<file path="src/pspc_pkg.sv">
package pspc_pkg;
   // Printed offsets are not all multiples of four: each is a register index
   localparam logic [7:0] PSPC_IDX_LINE = 8'h6A;
   localparam logic [7:0] PSPC_IDX_DIVHI = 8'h6B;
   localparam logic [7:0] PSPC_IDX_SYNC = 8'h6C;
   localparam logic [7:0] PSPC_IDX_PLL = 8'h6D;
   localparam logic [7:0] PSPC_IDX_TYPE = 8'h6E;
   localparam logic [7:0] PSPC_RST_LINE = 8'h00;
   localparam logic [7:0] PSPC_RST_DIVHI = 8'h00;
   localparam logic [7:0] PSPC_RST_SYNC = 8'h00;
   localparam logic [7:0] PSPC_RST_PLL = 8'h00;
   localparam logic [7:0] PSPC_RST_TYPE = 8'h00;
   localparam int PSPC_BIT_THERM = 7;
   localparam int PSPC_BIT_NFET = 6;
   localparam int PSPC_POS_SOFT = 4;
   localparam int PSPC_POS_ILIM = 2;
   localparam int PSPC_POS_GATE = 0;
   localparam int PSPC_BIT_SYNC_EN = 7;
   localparam int PSPC_BIT_PWM_SYNC = 6;
   localparam int PSPC_BIT_CNT_RST = 5;
   localparam int PSPC_POS_RSEL = 6;
   localparam int PSPC_BIT_SEL_DIV = 5;
   localparam int PSPC_BIT_PLL_EN = 4;
   localparam int PSPC_BIT_SYNC_TYPE = 4;
   localparam logic [7:0] PSPC_TYPE_MASK = 8'h1F;
   localparam int PSPC_CLK_HZ = 25000000;
   localparam int PSPC_SS_MS [4] = '{5, 10, 20, 50};
   localparam int PSPC_RSEL_COEF [4] = '{16, 32, 64, 128};
   localparam int PSPC_GATE_NORM_UA [4] = '{55, 110, 220, 440};
   localparam int PSPC_GATE_FAULT_UA [4] = '{300, 500, 1000, 2200};
   localparam logic [31:0] PSPC_SLVERR_DATA = 32'h00000000;
endpackage : pspc_pkg

</file>
<file path="src/pspc_edge_sync.sv">
`timescale 1ns/10ps
// Two-flop synchroniser plus rising edge pulse taken from the second stage
module pspc_edge_sync (
   input wire logic clk_sys,
   input wire logic rst,
   input wire logic din,
   output logic level,
   output logic rise
);
   logic meta_q;
   logic sync_q;
   logic prev_q;
   always_ff @(posedge clk_sys) begin
      if (rst) begin
         meta_q <= 1'b0;
         sync_q <= 1'b0;
         prev_q <= 1'b0;
      end else begin
         meta_q <= din;
         sync_q <= meta_q;
         prev_q <= sync_q;
      end
   end
   assign level = sync_q;
   assign rise = sync_q & ~prev_q;
endmodule : pspc_edge_sync

</file>
<file path="src/pspc_divider.sv">
`timescale 1ns/10ps
// Pulse divider: one output pulse per (div_val) input pulses, zero treated as one
module pspc_divider #(
   parameter int WIDTH = 13
) (
   input wire logic clk_sys,
   input wire logic rst,
   input wire logic clear,
   input wire logic tick,
   input wire logic [WIDTH-1:0] div_val,
   output logic pulse
);
   logic [WIDTH-1:0] cnt_q;
   logic hit;
   assign hit = tick && (cnt_q + WIDTH'(1) >= div_val);
   always_ff @(posedge clk_sys) begin
      if (rst || clear) begin
         cnt_q <= '0;
      end else if (hit) begin
         cnt_q <= '0;
      end else if (tick) begin
         cnt_q <= cnt_q + WIDTH'(1);
      end
   end
   always_ff @(posedge clk_sys) begin
      if (rst || clear) begin
         pulse <= 1'b0;
      end else begin
         pulse <= hit;
      end
   end
endmodule : pspc_divider

</file>
<file path="src/pspc_top.sv">
// Design decision made here: register access over APB.
`timescale 1ns/10ps
module pspc_top #(
   parameter int DIV_WIDTH = 13,
   parameter int SS_CYCLES_MAX = 1250000
) (
   input wire logic clk_sys,
   input wire logic rst,
   input wire logic psel,
   input wire logic penable,
   input wire logic pwrite,
   input wire logic [11:0] paddr,
   input wire logic [31:0] pwdata,
   input wire logic [3:0] pstrb,
   output logic pready,
   output logic [31:0] prdata,
   output logic pslverr,
   input wire logic sync_in,
   input wire logic pwm_tick,
   input wire logic soft_start_go,
   input wire logic fault_recovery,
   output logic thermal_dimming_enable,
   output logic line_switch_type_select,
   output logic [1:0] line_current_limit_select,
   output logic [1:0] line_gate_current_select,
   output logic [11:0] gate_current_ua,
   output logic soft_start_busy,
   output logic [7:0] ramp_level,
   output logic pwm_counter_restart,
   output logic phase_detect_fb,
   output logic phase_detect_ref,
   output logic pll_enable,
   output logic pll_slow_path,
   output logic [7:0] pll_coefficient,
   output logic sync_frame_rate,
   output logic [3:0] dimming_frequency_select,
   output logic pwm_clk_from_pll
);
   logic [7:0] line_q;
   logic [7:0] divhi_q;
   logic [7:0] sync_q;
   logic [7:0] pll_q;
   logic [7:0] type_q;
   logic [9:0] word_idx;
   logic sel_ok;
   logic wr_en;
   logic sync_rise;
   logic sync_gated;
   logic pre_pulse;
   logic [DIV_WIDTH-1:0] slow_div;
   logic [31:0] ss_cnt_q;
   logic [31:0] ss_target;
   logic [31:0] ss_step;
   logic [7:0] ramp_q;

   localparam int PSPC_CLK_HZ_DIV = pspc_pkg::PSPC_CLK_HZ / 1000;

   function automatic logic [31:0] ms_to_cycles(input int ms);
      ms_to_cycles = 32'(PSPC_CLK_HZ_DIV * ms);
   endfunction : ms_to_cycles

   // Register select for one index, shared by every per-register store
   function automatic logic idx_hit(input logic [9:0] widx, input logic [7:0] idx);
      idx_hit = (widx[7:0] == idx);
   endfunction : idx_hit

   // Full 32-bit writes only touch the low lane; narrower registers sit in bits 7:0
   assign word_idx = paddr[11:2];
   assign sel_ok = (paddr[1:0] == 2'h0) && (word_idx[9:8] == 2'h0) &&
      ((word_idx[7:0] >= pspc_pkg::PSPC_IDX_LINE) && (word_idx[7:0] <= pspc_pkg::PSPC_IDX_TYPE));
   assign wr_en = psel && penable && pwrite && sel_ok && pstrb[0];

   // Zero-wait slave: answer in the first access cycle
   always_ff @(posedge clk_sys) begin
      if (rst) begin
         pready <= 1'b0;
      end else begin
         pready <= psel && !penable;
      end
   end

   // Refused accesses are flagged with the answer and never stored
   always_ff @(posedge clk_sys) begin
      if (rst) begin
         pslverr <= 1'b0;
      end else begin
         pslverr <= psel && !penable && !sel_ok;
      end
   end

   // Read data stands for the access cycle only, zero otherwise
   always_ff @(posedge clk_sys) begin
      if (rst) begin
         prdata <= '0;
      end else if (psel && !penable && !pwrite && sel_ok) begin
         case (word_idx[7:0])
            pspc_pkg::PSPC_IDX_LINE: prdata <= {24'h000000, line_q};
            pspc_pkg::PSPC_IDX_DIVHI: prdata <= {24'h000000, divhi_q};
            pspc_pkg::PSPC_IDX_SYNC: prdata <= {24'h000000, sync_q};
            pspc_pkg::PSPC_IDX_PLL: prdata <= {24'h000000, pll_q};
            pspc_pkg::PSPC_IDX_TYPE: prdata <= {24'h000000, type_q};
            default: prdata <= pspc_pkg::PSPC_SLVERR_DATA;
         endcase
      end else begin
         prdata <= pspc_pkg::PSPC_SLVERR_DATA;
      end
   end

   // Each register loads only at the access edge where pready is sampled high
   always_ff @(posedge clk_sys) begin
      if (rst) begin
         line_q <= pspc_pkg::PSPC_RST_LINE;
      end else if (wr_en && pready && idx_hit(word_idx, pspc_pkg::PSPC_IDX_LINE)) begin
         line_q <= pwdata[7:0];
      end
   end

   always_ff @(posedge clk_sys) begin
      if (rst) begin
         divhi_q <= pspc_pkg::PSPC_RST_DIVHI;
      end else if (wr_en && pready && idx_hit(word_idx, pspc_pkg::PSPC_IDX_DIVHI)) begin
         divhi_q <= pwdata[7:0];
      end
   end

   always_ff @(posedge clk_sys) begin
      if (rst) begin
         sync_q <= pspc_pkg::PSPC_RST_SYNC;
      end else if (wr_en && pready && idx_hit(word_idx, pspc_pkg::PSPC_IDX_SYNC)) begin
         sync_q <= pwdata[7:0];
      end
   end

   always_ff @(posedge clk_sys) begin
      if (rst) begin
         pll_q <= pspc_pkg::PSPC_RST_PLL;
      end else if (wr_en && pready && idx_hit(word_idx, pspc_pkg::PSPC_IDX_PLL)) begin
         pll_q <= pwdata[7:0];
      end
   end

   always_ff @(posedge clk_sys) begin
      if (rst) begin
         type_q <= pspc_pkg::PSPC_RST_TYPE;
      end else if (wr_en && pready && idx_hit(word_idx, pspc_pkg::PSPC_IDX_TYPE)) begin
         type_q <= pwdata[7:0] & pspc_pkg::PSPC_TYPE_MASK;
      end
   end

   // Static configuration outputs, one register each, one cycle behind the store
   always_ff @(posedge clk_sys) begin
      if (rst) begin
         thermal_dimming_enable <= 1'b0;
      end else begin
         thermal_dimming_enable <= line_q[pspc_pkg::PSPC_BIT_THERM];
      end
   end

   always_ff @(posedge clk_sys) begin
      if (rst) begin
         line_switch_type_select <= 1'b0;
      end else begin
         line_switch_type_select <= line_q[pspc_pkg::PSPC_BIT_NFET];
      end
   end

   always_ff @(posedge clk_sys) begin
      if (rst) begin
         line_current_limit_select <= 2'h0;
      end else begin
         line_current_limit_select <= line_q[pspc_pkg::PSPC_POS_ILIM +: 2];
      end
   end

   always_ff @(posedge clk_sys) begin
      if (rst) begin
         line_gate_current_select <= 2'h0;
      end else begin
         line_gate_current_select <= line_q[pspc_pkg::PSPC_POS_GATE +: 2];
      end
   end

   always_ff @(posedge clk_sys) begin
      if (rst) begin
         pll_enable <= 1'b0;
      end else begin
         pll_enable <= pll_q[pspc_pkg::PSPC_BIT_PLL_EN];
      end
   end

   always_ff @(posedge clk_sys) begin
      if (rst) begin
         pll_slow_path <= 1'b0;
      end else begin
         pll_slow_path <= !pll_q[pspc_pkg::PSPC_BIT_SEL_DIV];
      end
   end

   always_ff @(posedge clk_sys) begin
      if (rst) begin
         pll_coefficient <= 8'(pspc_pkg::PSPC_RSEL_COEF[0]);
      end else begin
         pll_coefficient <= 8'(pspc_pkg::PSPC_RSEL_COEF[pll_q[pspc_pkg::PSPC_POS_RSEL +: 2]]);
      end
   end

   always_ff @(posedge clk_sys) begin
      if (rst) begin
         sync_frame_rate <= 1'b0;
      end else begin
         sync_frame_rate <= type_q[pspc_pkg::PSPC_BIT_SYNC_TYPE];
      end
   end

   always_ff @(posedge clk_sys) begin
      if (rst) begin
         dimming_frequency_select <= 4'h0;
      end else begin
         dimming_frequency_select <= type_q[3:0];
      end
   end

   always_ff @(posedge clk_sys) begin
      if (rst) begin
         pwm_clk_from_pll <= 1'b0;
      end else begin
         pwm_clk_from_pll <= pll_q[pspc_pkg::PSPC_BIT_PLL_EN];
      end
   end

   // Gate current: only the P-channel drive sources these currents
   always_ff @(posedge clk_sys) begin
      if (rst) begin
         gate_current_ua <= 12'h000;
      end else if (line_q[pspc_pkg::PSPC_BIT_NFET]) begin
         gate_current_ua <= 12'h000;
      end else if (fault_recovery) begin
         gate_current_ua <= 12'(pspc_pkg::PSPC_GATE_FAULT_UA[line_q[1:0]]);
      end else begin
         gate_current_ua <= 12'(pspc_pkg::PSPC_GATE_NORM_UA[line_q[1:0]]);
      end
   end

   pspc_edge_sync u_sync (
      .clk_sys(clk_sys),
      .rst(rst),
      .din(sync_in),
      .level(),
      .rise(sync_rise)
   );
   assign sync_gated = sync_rise && sync_q[pspc_pkg::PSPC_BIT_SYNC_EN];

   // Counter restart pulse on each accepted sync rising edge
   always_ff @(posedge clk_sys) begin
      if (rst) begin
         pwm_counter_restart <= 1'b0;
      end else begin
         pwm_counter_restart <= sync_gated && sync_q[pspc_pkg::PSPC_BIT_CNT_RST];
      end
   end

   // Pre-divider code n divides by n+1
   pspc_divider #(.WIDTH(5)) u_prediv (
      .clk_sys(clk_sys),
      .rst(rst),
      .clear(!sync_q[pspc_pkg::PSPC_BIT_SYNC_EN]),
      .tick(sync_gated),
      .div_val({1'b0, pll_q[3:0]} + 5'h01),
      .pulse(pre_pulse)
   );

   assign slow_div = {divhi_q, sync_q[4:0]};

   logic fb_pulse;
   pspc_divider #(.WIDTH(DIV_WIDTH)) u_slowdiv (
      .clk_sys(clk_sys),
      .rst(rst),
      .clear(!sync_q[pspc_pkg::PSPC_BIT_PWM_SYNC]),
      .tick(pwm_tick),
      .div_val(slow_div),
      .pulse(fb_pulse)
   );

   always_ff @(posedge clk_sys) begin
      if (rst) begin
         phase_detect_fb <= 1'b0;
      end else begin
         phase_detect_fb <= fb_pulse && sync_q[pspc_pkg::PSPC_BIT_PWM_SYNC];
      end
   end

   // Reference side of the detector: the pre-divided accepted sync
   always_ff @(posedge clk_sys) begin
      if (rst) begin
         phase_detect_ref <= 1'b0;
      end else begin
         phase_detect_ref <= pre_pulse && sync_q[pspc_pkg::PSPC_BIT_PWM_SYNC];
      end
   end

   // Soft-start ramp: level climbs 0..255 over the selected time
   assign ss_target = ms_to_cycles(pspc_pkg::PSPC_SS_MS[line_q[pspc_pkg::PSPC_POS_SOFT +: 2]]);
   assign ss_step = ss_target >> 8;
   always_ff @(posedge clk_sys) begin
      if (rst) begin
         ss_cnt_q <= '0;
         ramp_q <= 8'h00;
         soft_start_busy <= 1'b0;
      end else if (soft_start_go && !soft_start_busy) begin
         ss_cnt_q <= '0;
         ramp_q <= 8'h00;
         soft_start_busy <= 1'b1;
      end else if (soft_start_busy) begin
         if (ss_cnt_q + 32'h1 >= ss_target) begin
            soft_start_busy <= 1'b0;
            ramp_q <= 8'hFF;
         end else begin
            ss_cnt_q <= ss_cnt_q + 32'h1;
            ramp_q <= 8'((ss_cnt_q + 32'h1) / (ss_step + 32'h1));
         end
      end
   end
   always_ff @(posedge clk_sys) begin
      if (rst) begin
         ramp_level <= 8'h00;
      end else begin
         ramp_level <= ramp_q;
      end
   end
endmodule : pspc_top

</file>
<file path="config.mk">
export PLATFORM = sky130hd
export DESIGN_NAME = pspc_top
export DESIGN_NICKNAME = d
export VERILOG_FILES = /design/src/pspc_pkg.sv /design/src/pspc_edge_sync.sv /design/src/pspc_divider.sv /design/src/pspc_top.sv
export SDC_FILE = /design/constraint.sdc
export NUM_CORES = 1
export LEC_CHECK = 0
export BUFFER_PORTS_ARGS = -buffer_cell sky130_fd_sc_hd__buf_2
export CAP_MARGIN = 20
export CORE_UTILIZATION = 70
export DETAILED_ROUTE_END_ITERATION = 8
export PLACE_DENSITY = 0.87
export SYNTH_ARGS = -nofsm -noshare
export SYNTH_HDL_FRONTEND = slang
export SYNTH_SLANG_ARGS = --single-unit
export TNS_END_PERCENT = 30
</file>
<file path="constraint.sdc">
create_clock -name clk_sys -period 212.1 [get_ports clk_sys]
set_input_delay 53.025 -clock clk_sys [delete_from_list [all_inputs] [get_ports clk_sys]]
set_output_delay 53.025 -clock clk_sys [all_outputs]
set_load 0.005 [all_outputs]
</file>
==> metrics.cfg <==
[critical_path]
rrSetupSlack_ps=110310
worst-r2r-cell-count=415
cp-endpoint=ramp_q[0]
crit_start=line_q[5]
crit_path_max_incr_delay_ps=800
required_ps=212360
cp-start-kind=flip-flop
arrival_ps=102050
rr_startpoint=line_q[5]
cpMaxStageDelayCell=nor2_1
critPathCaptureType=flip-flop
crit_type=flip-flop to flip-flop
cpMostUsedCell=o21a_1
r2r-end=ramp_q[0]
cp_max_fo=32

[global_route]
grt_pass1_wl_um=130000
grt_start_max_net_pins=49
antenna_found_initial=0
grt_pass1_vias=28200
overflow=0
track_usage_pct=36.3

[clocking]
cts_buffers=17
cts_tree=done
clk_latency_ps=440
cts_sinks=150
cts_resized=0
htree_levels=4
cts_root_buffer=clkbuf_16
clk_transition_reported_paths_ps=70
ctsHoldBuffers=0
postCtsSetupBuffers=0
cts_max_path_buffers=2

[sta]
fmax_mhz=9.82
setup_viol=0
fin_setup_tns_ps=0
report.final.slew_viol_count=0
holdWs_ps=453
period_share_pct=48.0
finalHoldViolCount=0
worstMarginPinSlew_ps=1010
grt_setup_unrepaired=no
final.setup_skew_ps=13.1
relSlewSlack_pct=30.8
finalCriticalPeriod_ps=101790

[routing]
drc=0
vias_per_cell=6.71
drt_iter0_markers=2233
wl_per_cell_um=17.4
drt.antenna.violating_nets=0
wl_um=78200
drt_pass1_iterations=8
via_count=30200

[floorplan]
core_sq_um=40800
die_x_um=206
dieArea_sq_um=42200
start_util_pct=71.0
die_y_um=206
io_pins=137
fp-row-count=74

[power_and_ir_drop]
pwr-share-comb_pct=5.4
p_sw_uw=15.0
p_int_uw=49.7
p_leak_nw=14.1
pwr-share-clk_pct=50.5
power_density_nw_per_um2=2.13
p_seq_share_pct=44.2
p_sw_share_pct=23.2
ir_drop_uv=5.31

[yosys]
synth_cells=3925
yosysTopAreaCell=ha_1
yosys_warnings=0
synth_ff_type=dfxtp_1
syn_avg_cell_area_sq_um=7.39
ys_top_cells_by_area=ha_1 19%, dfxtp_1 10%, o21a_1 5.0%
synth_cell_types=117
ys_async_sr_fraction_pct=0
synth_top_area_share_pct=19.3
synth.yosys.seq_area_share_pct=10.4
synth_edf_count=0
netlist_area_sq_um=29000
yosys_register_bits=150

[placed_design]
place_area_sq_um=29800
io_buffer_count=80
gp_congestion=0.958
hpwl_um=58200

[cells_and_area]
drive_above_1_share_pct=8.23
utilization_pct=74.7
fill_cells=3180
nets=4453
synthToLayoutAreaGrowth_pct=5.13
finalInstanceArea_sq_um=30500
n_antenna_cell=0

[worst_hold_path]
hold_path_class=flip-flop to flip-flop

[job]
max_cap_violations=0

[outcome]
status=finished, final reports clean

## power by group through the flow
stage / Clock (mW) / Sequential (mW) / Combinational, mW
6_report: 0.0327 / 0.0286 / 0.00348
5_1_grt: 0.0337 / 0.0286 / 0.00384
4_1_cts: 0.0326 / 0.0286 / 0.00339
3_5_place_dp: 0 / 0.0292 / 0.00331
3_3_place_gp: 0 / 0.0292 / 0.00322
2_1_floorplan: 0 / 0.0292 / 0.00256
## state kept, by name (all words and copies together) (netlist names), 2 cells and up
signal,flops
ss_cnt_q,32
u_slowdiv.cnt_q,13
gate_current_ua,11
divhi_q,8
line_q,8
pll_q,8
prdata,8
ramp_level,8
ramp_q,8
sync_q,8
type_q,5
u_prediv.cnt_q,5
dimming_frequency_select,4
pll_coefficient,4
line_current_limit_select,2
line_gate_current_select,2
## area by class of cell
| type | count | area (sq um) | area share (%) |
|---|---|---|---|
| well taps | 532 | 666 | 2.18 |
| clock buffers | 18 | 439 | 1.44 |
| flip-flops and latches | 150 | 3000 | 9.85 |
| multi-input cells | 3571 | 25200 | 82.5 |
| inverters | 91 | 342 | 1.12 |
| clock inverters | 13 | 194 | 0.636 |
| repair buffers | 117 | 686 | 2.25 |
## through the flow
stage / cells / worst slack (ps) / total power, mW
after CTS: 4491 / 111560 / 0.0646
after global placement: 4460 / 113770 / 0.0325
after global routing: 4492 / 103130 / 0.0662
after floorplan: 3969 / 122640 / 0.0318
after detailed placement: 4460 / 112130 / 0.0325
final: 4492 / 110310 / 0.0648
## placed cells by master (no fill, tap or decap), types with 39 or more instances in the layout
master / instances
a21oi_1: 221
xnor2_1: 142
o21a_1: 193
a21o_1: 62
mux2i_1: 58
ha_1: 445
inv_1: 90
nand4_1: 49
mux2_2: 67
dfxtp_1: 150
nand2b_1: 58
nor2_1: 363
nor2b_1: 75
buf_2: 80
and2_1: 64
nor3_1: 216
o21ai_0: 177
or3_1: 39
o31ai_1: 157
nand2_1: 383
and3_1: 48
nand3_1: 89
xor2_1: 127
conb_1: 46
## per-layer routing
layer  track usage [%]  part of all wire, %  up-vias
met5                 0                    0        -
met4              16.1                  4.2        0
met3              4.61                  7.2      286
met2              62.2                   46     1240
met1              45.0                   43    14000
li1                  -                    -    14700
## cells by family (layout without fill, tap and decap cells)
kind of cell	after synthesis	after routing	synth area share, %
AND/OR/NAND/NOR	1533	1533	26.2
AO/OA/AOI/OAI	1144	1144	27.4
adder cells (fa/ha/maj)	448	448	19.3
XOR/XNOR	273	273	8.27
buffers and inverters	248	239	3.71
flip-flops	150	150	10.4
multiplexers	127	127	4.71
other	2	46	0.0259
## Yosys cell counts (all sizes together) (8+ instances only)
cell type	number
and4	12
xnor2	146
ha	448
a221oi	11
clkbuf	96
xor2	127
a211oi	36
nand2b	58
o211ai	25
a31o	8
a2111oi	9
a221o	8
and3	48
a21boi	13
or3	39
o2111a	8
a22oi	15
inv	90
or4	16
buf	61
o21a	194
or2	32
o31ai	158
o211a	15
nand3	90
mux2	69
nand2	383
o22ai	16
o221ai	9
nand4	50
mux2i	58
o31a	14
a21oi	223
nor3b	16
a21o	62
nor3	219
nor2b	75
dfxtp	150
a31oi	32
and2	65
nor4	33
o21ai	190
nor2	368
o21bai	17
## worst max-delay path, delay by kind of cell (launching register included)
| family | cells | cell delay (ps) |
|---|---|---|
| muxes | 6 | 2120 |
| and+or+nand+nor | 107 | 26000 |
| buffers and inverters | 17 | 3100 |
| adders and majority gates | 30 | 9200 |
| DFF | 1 | 540 |
| AOI/OAI and AO/OA | 255 | 60460 |
## worst min-delay path by stage
stage	cells past startpoint	from	slack, ps	end
after floorplan	1	u_slowdiv.pulse	410	phase_detect_fb
after global placement	1	u_slowdiv.pulse	420	phase_detect_fb
after detailed placement	1	u_slowdiv.pulse	430	phase_detect_fb
after CTS	1	pll_q[5]	450	pll_slow_path
after global routing	1	u_slowdiv.pulse	460	phase_detect_fb
final	1	u_slowdiv.pulse	450	phase_detect_fb
Note: power is estimated with default switching activity, not from simulation.
